## config.mk

```make
export PLATFORM = sky130hd
export DESIGN_NAME = amp_state_fault_manager
export DESIGN_NICKNAME = d
export VERILOG_FILES = /design/src/include/amp_ctrl_pkg.sv /design/src/core/amp_state_fault_manager.sv /design/src/core/pin_sync3.sv
export VERILOG_INCLUDE_DIRS = /design/src /design/src/include
export SDC_FILE = /design/constraint.sdc
export NUM_CORES = 1
export LEC_CHECK = 0
export ABC_AREA = 1
export BUFFER_PORTS_ARGS = -buffer_cell sky130_fd_sc_hd__clkbuf_2
export CAP_MARGIN = 20
export CORE_ASPECT_RATIO = 0.75
export CORE_MARGIN = 2
export CORE_UTILIZATION = 40
export CTS_CLUSTER_DIAMETER = 30
export DETAILED_ROUTE_END_ITERATION = 6
export PLACE_DENSITY_LB_ADDON = 0.12
export SYNTH_ARGS = -nofsm -noshare
export SYNTH_HDL_FRONTEND = slang
export SYNTH_SLANG_ARGS = --single-unit
```

## constraint.sdc

```tcl
create_clock -name core_clk -period 2.3 [get_ports core_clk]
set_clock_uncertainty 0.2 [all_clocks]
set_input_delay 0.46 -clock core_clk [delete_from_list [all_inputs] [get_ports core_clk]]
set_output_delay 0.46 -clock core_clk [all_outputs]
set_load 0.05 [all_outputs]
```

## src/include/amp_ctrl_map.svh

```systemverilog
`ifndef AMP_CTRL_MAP_SVH
`define AMP_CTRL_MAP_SVH
// Switching frequency field codes
`define FSW_500K        2'h0
`define FSW_357K        2'h2
`define FSW_INVALID     2'h3
// Clip/warning output selection codes
`define CWSEL_TWEETER   2'h0
`define CWSEL_CLIP      2'h1
`define CWSEL_OTW       2'h2
// Phase offsets in degrees
`define PHASE_NARROW    8'h2D
`define PHASE_WIDE      8'hB4
// Reset values of the host settings
`define FSW_RST         2'h1
`define CWSEL_RST       2'h3
`define PHASE_RST       1'b0
// Overcurrent timer length in microseconds, and cycles at 100 MHz
`define OC_TIME_US      10
`define CLK_MHZ         100
`define OC_CYCLES       (`OC_TIME_US * `CLK_MHZ)
`endif

```

## src/include/amp_ctrl_pkg.sv

```systemverilog
`default_nettype none
package amp_ctrl_pkg;
  // Output stage states
  typedef enum logic [1:0] {
    ST_STANDBY,
    ST_HIZ,
    ST_MUTE,
    ST_PLAY
  } amp_state_t;
  // Switching frequency decoded
  typedef enum logic [1:0] {
    FREQ_500K,
    FREQ_417K,
    FREQ_357K,
    FREQ_BAD
  } freq_t;
endpackage : amp_ctrl_pkg
`default_nettype wire

```

## src/core/amp_state_fault_manager.sv

```systemverilog
// What this block does
// - Fault pin low on automatic Hi-Z/standby
// - Fault cause readable, except supply POR drop
// - Clip/warning pin shows warning, clip, or both
// - Tweeter detect also asserts clip/warning pin
// - Mute pin mutes all channels, ramped release
// - Standby pin clears registers, floats host link
// - Channel phase offset 45 or 180 degrees
// - Four states: standby, Hi-Z, mute, play
// - Global faults map to standby/Hi-Z, latch or not
// - Channel events: diag latched, clip, foldback
// - Current limit starts timer; overcurrent/DC latch Hi-Z
// - Ramps and register updates follow mute voltage
// - Frequency field decode, 11 invalid
// - Clip/warning selection field decode
`include "amp_ctrl_map.svh"
`default_nettype none
module amp_state_fault_manager #(
  parameter int NCH       = 2,
  parameter int OC_CYCLES = `OC_CYCLES
) (
  input  wire logic                        core_clk,
  input  wire logic                        sys_rst,
  input  wire logic                        standby_n_in,
  input  wire logic                        mute_n_in,
  input  wire logic                        por_drop,
  input  wire logic                        undervolt,
  input  wire logic                        overvolt,
  input  wire logic                        overtemp_warning,
  input  wire logic                        overtemp_shutdown,
  input  wire logic [NCH-1:0]              clip_det,
  input  wire logic [NCH-1:0]              cycle_current_limit,
  input  wire logic [NCH-1:0]              dc_det,
  input  wire logic [NCH-1:0]              foldback,
  input  wire logic [NCH-1:0]              diag_fault,
  input  wire logic                        tweeter_diag_run,
  input  wire logic                        tweeter_found,
  input  wire logic                        mute_ramp_done,
  input  wire logic                        host_wr,
  input  wire logic [1:0]                  host_fsw,
  input  wire logic [1:0]                  host_cwsel,
  input  wire logic                        host_phase_wide,
  input  wire logic                        host_foldback_rep,
  input  wire logic [NCH-1:0]              host_play,
  input  wire logic [NCH-1:0]              host_unhiz,
  input  wire logic                        host_clear,
  output logic                             fault_n_out,
  output logic                             fault_n_oe,
  output logic                             clip_warn_n_out,
  output logic                             host_link_en,
  output logic [1:0]                       ch_state [NCH],
  output logic [NCH-1:0]                   hard_mute,
  output logic [NCH-1:0]                   ramp_mute,
  output amp_ctrl_pkg::freq_t              fsw_sel,
  output logic [7:0]                       phase_deg,
  output logic                             fsw_invalid,
  output logic [7:0]                       fault_status,
  output logic [NCH-1:0]                   ch_oc_status,
  output logic [NCH-1:0]                   ch_dc_status,
  output logic [NCH-1:0]                   ch_diag_status,
  output logic [NCH-1:0]                   ch_foldback_status
);
  localparam int CW = $clog2(OC_CYCLES + 1);

  // Synchronised pins: standby, mute
  logic [1:0] pins_s;
  pin_sync3 #(.W(2), .RST(2'h3)) u_sync (
    .core_clk  (core_clk),
    .sys_rst   (sys_rst),
    .pin_in    ({standby_n_in, mute_n_in}),
    .level_out (pins_s)
  );
  logic stby_s;  // Standby asserted
  logic mute_s;  // Mute asserted
  assign stby_s = ~pins_s[1];
  assign mute_s = ~pins_s[0];

  // All block state
  typedef struct packed {
    logic [1:0]              fsw;
    logic [1:0]              cwsel;
    logic                    wide;
    logic                    fold_rep;
    logic [NCH-1:0]          play;
    logic [NCH-1:0]          unhiz;
    logic                    uv_l;
    logic                    ov_l;
    logic                    ots_l;
    logic                    por_l;
    logic [NCH-1:0]          oc_l;
    logic [NCH-1:0]          dc_l;
    logic [NCH-1:0]          diag_l;
    logic [NCH-1:0][CW-1:0]  oc_cnt;
    logic [NCH-1:0][1:0]     st;
    logic                    fault_n;
    logic                    clip_n;
  } core_st_t;
  core_st_t s_r;
  core_st_t s_nxt;

  // Decode frequency field
  function automatic amp_ctrl_pkg::freq_t dec_fsw(input logic [1:0] f);
    if (f == `FSW_500K) begin
      dec_fsw = amp_ctrl_pkg::FREQ_500K;
    end else if (f == `FSW_357K) begin
      dec_fsw = amp_ctrl_pkg::FREQ_357K;
    end else if (f == `FSW_INVALID) begin
      dec_fsw = amp_ctrl_pkg::FREQ_BAD;
    end else begin
      dec_fsw = amp_ctrl_pkg::FREQ_417K;
    end
  endfunction : dec_fsw

  // Next-state logic
  always_comb begin
    logic glob_stby;
    logic glob_hiz;
    logic cw_any;
    glob_stby = 1'b0;  // Defaults before any branch
    glob_hiz  = 1'b0;
    cw_any    = 1'b0;
    s_nxt = s_r;
    // Host writes only take effect while ramp is settled
    if (host_wr && mute_ramp_done) begin
      s_nxt.fsw      = host_fsw;
      s_nxt.cwsel    = host_cwsel;
      s_nxt.wide     = host_phase_wide;
      s_nxt.fold_rep = host_foldback_rep;
      s_nxt.play     = host_play;
      s_nxt.unhiz    = host_unhiz;
    end
    // Host clear of latched faults; a present event wins
    if (host_clear) begin
      s_nxt.uv_l   = 1'b0;
      s_nxt.ov_l   = 1'b0;
      s_nxt.ots_l  = 1'b0;
      s_nxt.oc_l   = '0;
      s_nxt.dc_l   = '0;
      s_nxt.diag_l = '0;
    end
    // Global fault capture
    s_nxt.por_l = por_drop;
    if (undervolt) s_nxt.uv_l = 1'b1;
    if (overvolt) s_nxt.ov_l = 1'b1;
    if (overtemp_shutdown) s_nxt.ots_l = 1'b1;
    // Per-channel events
    for (int c = 0; c < NCH; c++) begin
      if (cycle_current_limit[c]) begin
        if (s_r.oc_cnt[c] == CW'(OC_CYCLES)) begin
          s_nxt.oc_l[c] = 1'b1;
        end else begin
          s_nxt.oc_cnt[c] = s_r.oc_cnt[c] + CW'(1);
        end
      end else begin
        s_nxt.oc_cnt[c] = '0;
      end
      if (dc_det[c]) s_nxt.dc_l[c] = 1'b1;
      if (diag_fault[c] && s_r.st[c] == 2'(amp_ctrl_pkg::ST_HIZ)) begin
        s_nxt.diag_l[c] = 1'b1;
      end
    end
    glob_stby = por_drop || s_nxt.ots_l;
    glob_hiz  = s_nxt.uv_l || s_nxt.ov_l;
    // Channel state selection
    for (int c = 0; c < NCH; c++) begin
      if (glob_stby) begin
        s_nxt.st[c] = 2'(amp_ctrl_pkg::ST_STANDBY);
      end else if (glob_hiz || s_nxt.oc_l[c] || s_nxt.dc_l[c] || !s_nxt.unhiz[c]) begin
        s_nxt.st[c] = 2'(amp_ctrl_pkg::ST_HIZ);
      end else if (mute_s || !s_nxt.play[c]) begin
        s_nxt.st[c] = 2'(amp_ctrl_pkg::ST_MUTE);
      end else begin
        s_nxt.st[c] = 2'(amp_ctrl_pkg::ST_PLAY);
      end
    end
    // Fault pin: any automatic Hi-Z or standby cause
    s_nxt.fault_n = ~(glob_stby || glob_hiz || (|s_nxt.oc_l) || (|s_nxt.dc_l));
    // Clip/warning pin selection
    case (s_r.cwsel)
      `CWSEL_TWEETER: cw_any = 1'b0;
      `CWSEL_CLIP:    cw_any = |clip_det;
      `CWSEL_OTW:     cw_any = overtemp_warning;
      default:        cw_any = overtemp_warning || (|clip_det);
    endcase
    if (s_r.fold_rep && (|foldback)) cw_any = 1'b1;
    if (tweeter_diag_run && tweeter_found) cw_any = 1'b1;
    s_nxt.clip_n = ~cw_any;
    // Standby pin wipes host registers and latches
    if (stby_s) begin
      s_nxt       = '0;
      s_nxt.fsw   = `FSW_RST;
      s_nxt.cwsel = `CWSEL_RST;
      s_nxt.wide  = `PHASE_RST;
      s_nxt.clip_n  = 1'b1;
      s_nxt.fault_n = ~por_drop;
      s_nxt.por_l   = por_drop;
    end
  end

  // State register
  always_ff @(posedge core_clk or posedge sys_rst) begin
    if (sys_rst) begin
      s_r         <= '0;
      s_r.fsw     <= `FSW_RST;
      s_r.cwsel   <= `CWSEL_RST;
      s_r.fault_n <= 1'b1;
      s_r.clip_n  <= 1'b1;
    end else begin
      s_r <= s_nxt;
    end
  end

  // Outputs
  assign fault_n_out     = 1'b0;
  assign fault_n_oe      = ~s_r.fault_n;
  assign clip_warn_n_out = s_r.clip_n;
  assign host_link_en    = ~stby_s && ~s_r.por_l;
  assign fsw_sel         = dec_fsw(s_r.fsw);
  assign fsw_invalid     = (s_r.fsw == `FSW_INVALID);
  assign phase_deg       = s_r.wide ? `PHASE_WIDE : `PHASE_NARROW;
  assign fault_status    = {2'h0, s_r.ots_l, overtemp_warning, s_r.ov_l, s_r.uv_l,
                            |s_r.oc_l, |s_r.dc_l};
  assign ch_oc_status    = s_r.oc_l;
  assign ch_dc_status    = s_r.dc_l;
  assign ch_diag_status  = s_r.diag_l;
  assign ch_foldback_status = foldback;
  // Hard mute on overcurrent, DC, overtemp shutdown and supply drop; ramp in mute state
  always_comb begin
    for (int c = 0; c < NCH; c++) begin
      ch_state[c]  = s_r.st[c];
      hard_mute[c] = s_r.oc_l[c] || s_r.dc_l[c] || s_r.ots_l || s_r.por_l;
      ramp_mute[c] = s_r.st[c] == 2'(amp_ctrl_pkg::ST_MUTE);
    end
  end
endmodule : amp_state_fault_manager
`default_nettype wire

```

## src/core/pin_sync3.sv

```systemverilog
`default_nettype none
// Three-stage synchroniser; a change counts once stages two and three agree
module pin_sync3 #(
  parameter int          W   = 1,
  parameter logic [W-1:0] RST = '0
) (
  input  wire logic         core_clk,
  input  wire logic         sys_rst,
  input  wire logic [W-1:0] pin_in,
  output logic      [W-1:0] level_out
);
  // All stages packed in one state
  typedef struct packed {
    logic [W-1:0] s1;
    logic [W-1:0] s2;
    logic [W-1:0] s3;
    logic [W-1:0] q;
  } sync_st_t;
  sync_st_t st_r;
  sync_st_t st_nxt;

  // Shift, update the clean level only on agreement
  always_comb begin
    st_nxt    = st_r;
    st_nxt.s1 = pin_in;
    st_nxt.s2 = st_r.s1;
    st_nxt.s3 = st_r.s2;
    for (int i = 0; i < W; i++) begin
      if (st_r.s2[i] == st_r.s3[i]) begin
        st_nxt.q[i] = st_r.s3[i];
      end
    end
  end

  // State register
  always_ff @(posedge core_clk or posedge sys_rst) begin
    if (sys_rst) begin
      st_r <= '{s1: RST, s2: RST, s3: RST, q: RST};
    end else begin
      st_r <= st_nxt;
    end
  end

  assign level_out = st_r.q;
endmodule : pin_sync3
`default_nettype wire

```

* Yosys cells after proc, flatten, opt, wreduce, memory -nomap -nowiden
Cells that the tools add are included.
** Word-level totals
- Input bits :: 34
- Register bits after elaboration :: 54
- Logic and storage cells :: 120
** Cells by class
- Add/sub/neg operators :: 2
- Muxes and demuxes :: 32
- Reduce and logical (&&, ||, !) cells :: 38
- Bitwise operators :: 6
- Equal/unequal tests :: 17
** Operators with widths (count)
- 10-bit 2-to-1 mux :: 5
- 46-bit 2-to-1 mux :: 1
- 10-bit by 1-bit adder with 10-bit output, second input constant :: 2
- 10-bit == test, second input constant :: 2
- 1-bit logical OR :: 20
- 1-bit 2-to-1 mux :: 15
- 2-bit 2-to-1 mux :: 7
- 3-bit != test, second input constant :: 4
- 2-bit OR reduction :: 6
- 2-bit == test, second input constant :: 5
- 8-bit 2-to-1 mux :: 1
- 2-bit by 1-bit == test with 1-bit output, second input constant :: 3
- 1-bit logical AND :: 6
- 6-bit 2-to-1 mux :: 1
- 1-bit NOT :: 6
- 1-bit logical NOT :: 4
- 2-bit logical NOT :: 2
- 3-bit 2-to-1 mux :: 1
- 1-bit one-hot mux with 3 select lines :: 1
- 1-bit == test :: 2
- 2-bit != test, second input constant :: 1

* Longest topological paths before layout
Gate-level depths: netlist of run 1.
- Depth after elaboration :: 9
- Gate-level depth with buffers :: 11

* Hierarchy
Synthesis of run 1 repeated with hierarchy kept, for this count alone.
** Unflattened totals
- Cell total of the unflattened synthesis :: 319
- Area total of the unflattened synthesis :: 2692.6 um^2
** By module, submodules not included
- amp_state_fault_manager :: times used 1, area each 2431.1 um^2, cells each 300, sequential area each 1157.4 um^2
- pin_sync3 :: times used 1, area each 261.5 um^2, cells each 19, sequential area each 210.2 um^2

* Least setup slack after synthesis of run 1
No wires, ideal clock.
- Path kind :: register -> output
- Start :: register u_sync.st_r (netlist bit u_sync.level_out[1])
- End :: output host_link_en
- Data required time :: 1640 ps
- Setup slack :: 142 ps
- Cell stages (with the launch flop) :: 4
- Data arrival time :: 1498 ps
- Path through :: dfstp_2 inv_2 buf_1 nor2_1
** On the way
- Cells in the longest elaborated chain, start to end :: 1
** Ends and longest elaborated chain
- from (decl) :: RTL line pin_sync3.sv:19 : sync_st_t st_r;
- from (signal assigned) :: RTL line pin_sync3.sv:38 : st_r <= '{s1: RST, s2: RST, s3: RST, q: RST};
- from (signal assigned) :: RTL line pin_sync3.sv:40 : st_r <= st_nxt;
- 1-bit logical AND :: RTL line amp_state_fault_manager.sv:217 : assign host_link_en = ~stby_s && ~s_r.por_l;
- to (decl) :: RTL line amp_state_fault_manager.sv:50 : output logic host_link_en,
No other way between the ends.

* Worst setup path after layout of run 1
Ends and elaborated chain as after synthesis.

==> impl_results.md, run 1 <==
- Result of the run: finished, final reports clean
- Number of gates resized after CTS: 0
- Multiplexer share of the synthesized area: 0%
- Detailed Place HPWL: 3.83 mm
- Total power per unit cell area: 626 nW/um2
- Initial Utilization: 41.9%
- Register bit total from synthesis: 54
- Finished layout cell area: 3020 um2
- Global-route wire length before repair: about 8.3 mm
- Static leakage power: about 1.6 nW
- Unrepaired setup endpoints after global routing: no
- Maximum ir drop on the vdd rail: 0.355 mV
- Number of instances in the synthesized netlist: approximately 320
- Fraction of layout instances using a drive strength above 1: 26.2%
- Count of nets after finishing: 404
- Sum of routed wire length over all layers: 4.98 mm
- Number of clock sinks: 54
- Maximum frequency from static timing analysis: 483 MHz
- Sum of negative setup slack: 0 ps
- Synth area leaders: sky130_fd_sc_hd__dfrtp_1 39%, sky130_fd_sc_hd__dfstp_2 13%, sky130_fd_sc_hd__nand2_1 7.5%, sky130_fd_sc_hd__buf_4 7.3%, sky130_fd_sc_hd__inv_1 7.2%
- Final estimated routing congestion in global placement: 0.779
- Class of the most critical setup path: reg2out
- Finish-stage setup viols: 0
- Flop pwr share: a little over half
- Initial DRT Pass Iterations: 4
- Yosys warnings: 0
- Average size of a mapped cell: 8.41 um2
- Netlist Area Pre-Place: 2660 um2
- Fin. Hold Viols: 0
- Distinct cell type count after synthesis: 34
- Net load switching power: 0.584 mW
- Count of routing violations after the opening detailed-route iteration: 92
- Clock-pin slew on the worst setup and hold paths: 100 ps
- Count of unresolved DRC violations after routing: 0
- Clock tree from TritonCTS: done
- Most common cell after layout, fill and taps aside: sky130_fd_sc_hd__clkbuf_2
- Main combinational cell family by area after synthesis: simple AND/OR/NAND/NOR gates
- Die Y-Extent: 74.6 um
- Cell family contributing the most delay on the critical path: flip-flops
- Category of the worst setup path launch point: flop
- Wire length per cell: roughly 11 um
- Share of the synthesized area in the top cell type: 38.6%
- Number of levels in the clock H-tree: 2
- Max Cap Viol: 0
- Filler cell count in the final layout: between 600 and 700
- Via Count: around 2000
- Antenna violation net count after detailed routing: 0
- Buffers added on ports: 65
- Number of buffers created by CTS: 5
- Total routing resource utilization after global routing: 14.2%
- Xor/xnor cell area share of the yosys netlist: less than 1%
- Slowest CP cell: sky130_fd_sc_hd__dfstp_2
- Final Max Slew Viols: 0
- Highest-count cells in the layout ignoring fill and taps: 65 x sky130_fd_sc_hd__clkbuf_2, 53 x sky130_fd_sc_hd__nand2_1, 50 x sky130_fd_sc_hd__inv_1
- Tmin final: 2070 ps
- Buffers plus inverters on the worst setup path: 2
- Initial antenna violation count: 0
- Synthesized-area fraction occupied by and/or/nand/nor cells: between 20% and 30%
- Count of inserted antenna diode cells: 0
- Die area: around 7300 um2
- Data required time at the worst endpoint: 1640 ps
- DR vias/cell: approximately 4.5
- Library cell used as clock root buffer: sky130_fd_sc_hd__clkbuf_8
- Instance area at placement: 2920 um2
- Part of the total power dissipated in the clock network: 27.2%
- Grt ovf: 0
- Cell Chain, Critical Path: inv_2 -> nor2_1 -> clkbuf_2
- Largest net degree at the start of global routing: 55
- Area of the core region: ~6300 um2
- Post-synth top area cell: sky130_fd_sc_hd__dfrtp_1
- Final Cycle Share: between 80 and 90%
- Path class of the lowest-slack min-delay path: in2reg
- Die outline width: 98.1 um
- Arithmetic-cell share of the synthesized area counting full adders, half adders and majority gates: 2.64%
- Largest stage delay, worst path: 550 ps
- Via count of the first global-routing pass: about 1800
- Share of power burned in combinational logic: 18.4%
- Maximum root-to-sink buffer count: 2
- Worst reg-to-reg setup slack: 630 ps
- Kind of end point of the critical path: output port
- Worst path arrival time: 1410 ps
- Net Sw Frac: 30.9%
- Top fanout value on the critical path: 18
- Power Internal: around 1.3 mW
- Clock insertion delay at the later pin of the skew report: 300 ps
- Area fraction in compound gates after synthesis: 8.47%
- Number of top-level pins: 73
- Cell Rows: 25
- Area delta synth->final: 13.6%
- Post-synthesis sequential area ratio: 51.5%
- Overall power after layout: 1.89 mW
==> power by group through the flow <==
| stage | registers (mW) | clock network [mW] | logic, mW |
|---|---|---|---|
| CTS | 1.03 | 0.542 | 0.352 |
| global route | 1.04 | 0.591 | 0.381 |
| global placement | 1.05 | 0 | 0.349 |
| floorplan | 1.05 | 0 | 0.281 |
| detailed placement | 1.05 | 0 | 0.351 |
| finish | 1.03 | 0.513 | 0.347 |
==> synth_stat cells, drive strengths merged <==
cell	number
nand2	53
inv	52
dfrtp	41
nor2	41
buf	29
nand3	19
a21oi	18
o21ai	16
dfstp	13
nand4	6
nor3	5
ha	4
a31oi	2
clkbuf	2
conb	2
maj3	2
or2	2
xor2	2
and3	1
nor4	1
o211ai	1
o21a	1
o21bai	1
o221ai	1
o31ai	1
==> cell type report <==
type	instances	area (um2)	share of cell area [%]
flip-flops and latches	54	1370	45.3
multi-input cells	184	897	29.7
repair buffers	69	370	12.3
inverters	52	195	6.47
well taps	81	101	3.36
clock buffers	6	72.6	2.40
clock inverters	2	13.8	0.456
==> metal layers <==
| layer | vias up | part of all wire [%] | routed length [um] | track usage, % |
|---|---|---|---|---|
| met3 | 7 | 5.0 | 250 | 3.57 |
| met2 | 47 | 42 | 2110 | 21.6 |
| met5 | - | 0 | 0 | 0 |
| met1 | 894 | 52 | 2570 | 20.1 |
| met4 | 0 | 1.1 | 54 | 4.63 |
| li1 | 1050 | - | - | - |
==> final timing paths <==
kind | to | from | depth (start not counted)
worst min register to register | u_sync.st_nxt[3] | u_sync.st_nxt[5] | 0
min in group asynchronous | s_r[45] | sys_rst | 4
max in group asynchronous | s_r[1] | sys_rst | 4
worst min-delay path | u_sync.st_nxt[4] | mute_n_in | 1
worst max register to register | s_r[18] | s_r[16] | 11
worst max-delay path | host_link_en | u_sync.level_out[1] | 3
==> logic make-up after synthesis <==
family,Yosys count
simple gates,128
buf+inv,83
flops,54
compound gates,41
fa+ha+maj,6
xor+xnor,2
other cells,2
==> repair_timing <==
action	CTS	global route
buffers inserted	0	0
hold buffers	1	0
endpoints found under the hold margin	41	0
==> registers in the layout (all words and copies together) (netlist names) <==
| signal | flops |
|---|---|
| ch_dc_status | 2 |
| u_sync.st_r | 2 |
| u_sync.level_out | 2 |
| clip_warn_n_out | 1 |
| u_sync.st_nxt | 4 |
| ch_oc_status | 2 |
| fault_status | 3 |
| s_r | 32 |
| ch_diag_status | 2 |
| ch_state | 4 |
==> worst register-to-register path, cell delays in order (launching register included) <==
cell and delay [ps]:
sky130_fd_sc_hd__dfrtp_1 400, sky130_fd_sc_hd__inv_1 90, sky130_fd_sc_hd__ha_1 140, sky130_fd_sc_hd__nand2_1 50, sky130_fd_sc_hd__inv_1 50, sky130_fd_sc_hd__nand3_1 70, sky130_fd_sc_hd__nor2_1 190, sky130_fd_sc_hd__nand2_1 150
sky130_fd_sc_hd__nand2_1 80, sky130_fd_sc_hd__nand2_1 40, sky130_fd_sc_hd__nand3_1 70, sky130_fd_sc_hd__inv_1 40
==> metrics by stage <==
stage / worst slack (ps) / utilization [%] / hold WS, ps / instances
floorplan: 142 / - / 145 / 321
global placement: 566 / 46.0 / 146 / 439
detailed placement: 563 / 46.0 / 147 / 439
CTS: 213 / 47.5 / 12.6 / 448
global route: 153 / 47.5 / 5.70 / 448
finish: 231 / 47.5 / 22.9 / 448
No activity file was read; power rests on OpenSTA's default activity.
==> inputs of run 2 (changes only) <==
Settings changed: CORE_UTILIZATION 40 to 35.
==> impl_results.md, run 2 (same netlist as run 1, synthesis figures left out) <==
- Result of the run: finished, final reports clean
- Global-route wire length before repair: 8.94 mm (+8.3%)
- Hold path depth: 1 (unchanged)
- Cell Chain, Critical Path: inv_2 -> nor2_1 -> clkbuf_2
- Finished layout cell area: 3060 um2 (+1.5%)
- Fraction of layout instances using a drive strength above 1: 25.9% (-0.27 points)
- Number of top-level pins: 73 (unchanged)
- Most common cell after layout, fill and taps aside: sky130_fd_sc_hd__clkbuf_2
- Path class of the lowest-slack min-delay path: in2reg
- Library cell used as clock root buffer: sky130_fd_sc_hd__clkbuf_8
- Grt ovf: 0 (unchanged)
- Count of inserted antenna diode cells: 0 (unchanged)
- Reg2Reg Depth: 11 (unchanged)
- Data required time at the worst endpoint: 1640 ps (about the same)
- Share of power burned in combinational logic: 17.5% (-0.9 points)
- Clock tree from TritonCTS: done
- Clock insertion delay at the later pin of the skew report: 300 ps (about the same)
- Number of levels in the clock H-tree: 2 (unchanged)
- Net load switching power: 0.585 mW (+0.18%)
- Worst path arrival time: 1420 ps (about the same)
- Power Internal: 1.42 mW (+8.5%)
- Category of the worst setup path launch point: flop
- Fin. Hold Viols: 0 (unchanged)
- Largest net degree at the start of global routing: 55 (unchanged)
- Largest stage delay, worst path: 550 ps (about the same)
- Maximum ir drop on the vdd rail: 0.335 mV (-5.5%)
- Instance area at placement: 2950 um2 (+0.86%)
- Detailed Place HPWL: 4.02 mm (+5.0%)
- Count of unresolved DRC violations after routing: 0 (unchanged)
- Number of clock sinks: 54 (unchanged)
- Flop pwr share: 51.5% (-3.0 points)
- Tmin final: 2080 ps (+10.1 ps)
- Initial antenna violation count: 0 (unchanged)
- Number of buffers created by CTS: 5 (unchanged)
- Class of the most critical setup path: reg2out
- Die outline width: 105 um (+6.6%)
- Highest-count cells in the layout ignoring fill and taps: 65 x sky130_fd_sc_hd__clkbuf_2, 53 x sky130_fd_sc_hd__nand2_1, 50 x sky130_fd_sc_hd__inv_1
- Static leakage power: 1.56 nW (+0.47%)
- Maximum root-to-sink buffer count: 2 (unchanged)
- Maximum frequency from static timing analysis: 481 MHz (-0.48%)
- Finish-stage setup viols: 0 (unchanged)
- Sum of negative setup slack: 0 ps (unchanged)
- Number of gates resized after CTS: 0 (unchanged)
- Final Cycle Share: 90.4% (+0.44 points)
- Buffers added on ports: 65 (unchanged)
- Antenna violation net count after detailed routing: 0 (unchanged)
- Max Cap Viol: 0 (unchanged)
- Final Max Slew Viols: 0 (unchanged)
- Worst reg-to-reg setup slack: 580 ps (-50 ps)
- Area delta synth->final: 15.3%
- Reg-to-reg startpoint: s_r[16]
- Number of flip-flops in the largest register: 32 (unchanged)
- Filler cell count in the final layout: 775 (+23%)
- Clock-pin slew on the worst setup and hold paths: 90 ps (about the same)
- Slowest CP cell: sky130_fd_sc_hd__dfstp_2
- Total routing resource utilization after global routing: 13.6% (-0.59 points)
- Top fanout value on the critical path: 18 (unchanged)
- Initial DRT Pass Iterations: 4 (unchanged)
- Kind of end point of the critical path: output port
- Cell Rows: 27 (+8.0%)
- Part of the total power dissipated in the clock network: 31.0% (+3.8 points)
- Worst Hold Launch: mute_n_in
- Most flops, register: s_r
- DR vias/cell: 4.32 (-3.1%)
- Area of the core region: 7360 um2 (+16%)
- Net Sw Frac: 29.2% (-1.7 points)
- Total power per unit cell area: 653 nW/um2 (+4.4%)
- Unrepaired setup endpoints after global routing: no
- Via Count: 2023 (+1.3%)
- Sum of routed wire length over all layers: 5.33 mm (+7.0%)
- Wire length per cell: 11.4 um (+2.4%)
- Reg-to-reg critical path endpoint: s_r[18]
- Final estimated routing congestion in global placement: 0.770 (-1.1%)
- Initial Utilization: 36.1% (-5.8 points)
- Via count of the first global-routing pass: 1904 (+5.1%)
- Hold-critical path endpoint: u_sync.st_nxt[4]
- Count of nets after finishing: 404 (unchanged)
- Die Y-Extent: 79.5 um (+6.5%)
- Count of routing violations after the opening detailed-route iteration: 76 (-17%)
- Die area: 8310 um2 (+14%)
## run 2: changes by cell type in the layout (fill, tap and decap cells not counted)
cell,before,now
sky130_fd_sc_hd__bufinv_16,0,1
sky130_fd_sc_hd__clkinv_4,1,0
sky130_fd_sc_hd__clkinv_2,1,0
sky130_fd_sc_hd__clkbuf_1,1,2
## run 2: how the worst max path moves through the flow
stage	from	endpoint	slack (ps)	depth (start not counted)
after floorplan	u_sync.level_out[1]	host_link_en	140	3
after global placement	u_sync.level_out[1]	host_link_en	560	3
after detailed placement	host_clear	ch_state[0]	520	8
after CTS	u_sync.level_out[1]	host_link_en	200	3
after global routing	u_sync.level_out[1]	host_link_en	110	3
final	u_sync.level_out[1]	host_link_en	220	3
## run 2: critical path: cells and delay by family (launching register included)
family	cells	cell delay [ps]
flip-flops	1	550
buffers and inverters	2	430
AND/OR/NAND/NOR	1	140
## run 2: through the flow
step	utilization, %	power, mW	worst slack (ps)	hold WS, ps	cells
floorplan	-	1.33	142	145	321
detailed placement	40.0	1.40	518	149	459
global placement	40.0	1.40	559	146	459
finish	41.6	2.00	221	39.7	468
CTS	41.6	2.04	195	26.0	468
global route	41.6	2.12	110	13.7	468
## run 2: area by class of cell
type / instances / area [um2] / share of cell area, %
Clock buffer: 7 / 76.3 / 2.49
Multi-Input combinational cell: 184 / 897 / 29.3
Timing Repair Buffer: 69 / 370 / 12.1
Tap cell: 101 / 126 / 4.13
Clock inverter: 1 / 30.0 / 0.980
Inverter: 52 / 195 / 6.37
Sequential cell: 54 / 1370 / 44.6
## run 2: layer usage
metal / wire length, um / up-vias / part of all wire [%] / track usage, %
li1: - / 1053 / - / -
met2: 2290 / 51 / 43 / 20.5
met3: 268 / 2 / 5.0 / 3.59
met5: 0 / - / 0 / 0
met4: 26 / 0 / 0.49 / 3.20
met1: 2750 / 917 / 52 / 19.6
## run 2: repair_timing
item	4_1_cts	5_1_grt
hold endpoints to repair	41	0
hold buffers	1	0
setup buffers	0	0
## run 2: power groups by stage
stage / logic, mW / clock network, mW / registers [mW]
final: 0.351 / 0.620 / 1.03
after floorplan: 0.281 / 0 / 1.05
after CTS: 0.356 / 0.652 / 1.03
after global placement: 0.352 / 0 / 1.05
after detailed placement: 0.354 / 0 / 1.05
after global routing: 0.386 / 0.693 / 1.04
==> inputs of run 3 (changes only) <==
Settings changed: CORE_UTILIZATION 35 to 40.
Clock period 2.3 ns to 2.2 ns, I/O delays scaled along.
==> impl_results.md, run 3 (same netlist as run 1, synthesis figures left out) <==
- Result of the run: finished, final reports clean
- Area delta synth->final: 15.3% (unchanged)
- Count of inserted antenna diode cells: 0 (unchanged)
- Clock tree from TritonCTS: done
- Highest-count cells in the layout ignoring fill and taps: 65 x sky130_fd_sc_hd__clkbuf_2, 53 x sky130_fd_sc_hd__nand2_1, 50 x sky130_fd_sc_hd__inv_1
- Kind of end point of the critical path: output port
- Most flops, register: s_r
- Beginning of the critical path: u_sync.level_out[1]
- Clock-pin slew on the worst setup and hold paths: 90 ps (about the same)
- Flop pwr share: 50.4% (-1.1 points)
- Final Max Slew Viols: 0 (unchanged)
- Wire length per cell: 11.2 um (-1.6%)
- Post-CTS setup buffers: 0 (unchanged)
- Instance area at placement: 2920 um2 (-0.85%)
- Detailed Place HPWL: 3.80 mm (-5.3%)
- Overall power after layout: 2.13 mW (+6.5%)
- Finished layout cell area: 3060 um2 (unchanged)
- Filler cell count in the final layout: 622 (-20%)
- Total power per unit cell area: 696 nW/um2 (+6.5%)
- Final core occ: 48.2% (+6.6 points)
- Data required time at the worst endpoint: 1560 ps (-80 ps)
- Count of hold buffers inserted by post-cts repair: 2 (+1)
- Worst Hold Launch: standby_n_in
- Most common cell after layout, fill and taps aside: sky130_fd_sc_hd__clkbuf_2
- Via Count: 2015 (-0.40%)
- Share of power burned in combinational logic: 17.1% (-0.4 points)
- Category of the worst setup path launch point: flop
- Final estimated routing congestion in global placement: 0.769 (-0.14%)
- Tmin final: 2050 ps
- Fin. Hold Viols: 0 (unchanged)
- Initial DRT Pass Iterations: 4 (unchanged)
- Net load switching power: 0.617 mW (+5.5%)
- Via count of the first global-routing pass: 1884 (-1.1%)
- Library cell used as clock root buffer: sky130_fd_sc_hd__clkbuf_8
- Maximum ir drop on the vdd rail: 0.419 mV (+25%)
- Die Y-Extent: 74.6 um (-6.1%)
- Sum of routed wire length over all layers: 5.03 mm (-5.6%)
- Area of the core region: 6350 um2 (-14%)
- Total routing resource utilization after global routing: 14.4% (+0.77 points)
- Number of standard cells in the final layout excluding fillers: 449 (-4.1%)
- DR vias/cell: 4.49 (+3.8%)
- Antenna violation net count after detailed routing: 0 (unchanged)
- Power Internal: 1.52 mW (+7.0%)
- Count of unresolved DRC violations after routing: 0 (unchanged)
- Finish-stage setup viols: 0 (unchanged)
- Final Cycle Share: slightly above 90%
- Number of flip-flops in the largest register: 32 (unchanged)
- Static leakage power: 1.58 nW (+0.87%)
- Class of the most critical setup path: reg2out
- Maximum root-to-sink buffer count: 2 (unchanged)
- Buffers added on ports: 65 (unchanged)
- Maximum frequency from static timing analysis: ~490 MHz
- Max Cap Viol: 0 (unchanged)
- Part of the total power dissipated in the clock network: 32.5% (+1.5 points)
- Largest net degree at the start of global routing: 55 (unchanged)
- Count of nets after finishing: 405 (+0.25%)
- Die outline width: 98.1 um (-6.2%)
- Global-route wire length before repair: 8.42 mm (-5.9%)
- Count of routing violations after the opening detailed-route iteration: 89 (+17%)
- Fraction of layout instances using a drive strength above 1: 26.4% (+0.47 points)
- Number of buffers created by CTS: 5 (unchanged)
- Worst Setup Slack post-DPL: 471 ps (-47.4 ps)
- Die area: 7320 um2 (-12%)
- Cell Rows: 25 (-7.4%)
- Initial Utilization: 41.9% (+5.8 points)
- Number of top-level pins: 73 (unchanged)
- Net Sw Frac: 28.9% (-0.29 points)
- Top fanout value on the critical path: 18 (unchanged)
- Final Worst Setup Slack: 148 ps (-73.5 ps)
- Grt ovf: 0 (unchanged)
- Initial antenna violation count: 0 (unchanged)
- Worst path arrival time: 1410 ps (about the same)
- Path class of the lowest-slack min-delay path: in2reg
- Number of placed cells counting well taps: 439 (-4.4%)
- Unrepaired setup endpoints after global routing: no
- Number of levels in the clock H-tree: 2 (unchanged)
- Reg-to-reg startpoint: s_r[16]
- Number of gates resized after CTS: 0 (unchanged)
- Post-route worst hold slack: 20.5 ps (-19.2 ps)
- Number of clock sinks: 54 (unchanged)
- Clock insertion delay at the later pin of the skew report: 300 ps (about the same)
- Sum of negative setup slack: 0 ps (unchanged)
==> run 3: power by group through the flow <==
stage | sequential (mW) | combinational, mW | clock [mW]
floorplan | 1.10 | 0.294 | 0
global placement | 1.09 | 0.365 | 0
detailed placement | 1.09 | 0.367 | 0
CTS | 1.08 | 0.371 | 0.722
global route | 1.08 | 0.400 | 0.757
finish | 1.08 | 0.365 | 0.692
==> run 3: worst paths after layout <==
check | slack, ps | cells after the start | end
max | 150 | 3 | host_link_en
min | 20 | 1 | u_sync.st_nxt[5]
max reg2reg | 550 | 11 | s_r[18]
min reg2reg | 160 | 0 | u_sync.st_nxt[3]
max in group asynchronous | 1010 | 4 | s_r[42]
min in group asynchronous | 500 | 4 | s_r[12]
==> run 3: final cells by class <==
class | instances | area (um2) | area share (%)
Clock inverter | 2 | 38.8 | 1.27
Sequential cell | 54 | 1370 | 44.6
Clock buffer | 6 | 82.6 | 2.70
Tap cell | 81 | 101 | 3.31
Inverter | 52 | 195 | 6.37
Multi-Input combinational cell | 184 | 897 | 29.3
Timing Repair Buffer | 70 | 380 | 12.4
==> run 3: routing by layer <==
metal	vias to the layer above	global-route usage (%)	routed length, um
met4	0	4.17	22
met1	912	20.5	2510
met3	2	3.48	268
met5	-	0	0
li1	1058	-	-
met2	43	22.1	2230
==> run 3: worst max-delay path, stage by stage (launching register included) <==
cell and delay (ps):
sky130_fd_sc_hd__dfstp_2 540, sky130_fd_sc_hd__inv_2 140, sky130_fd_sc_hd__nor2_1 140, sky130_fd_sc_hd__clkbuf_2 290
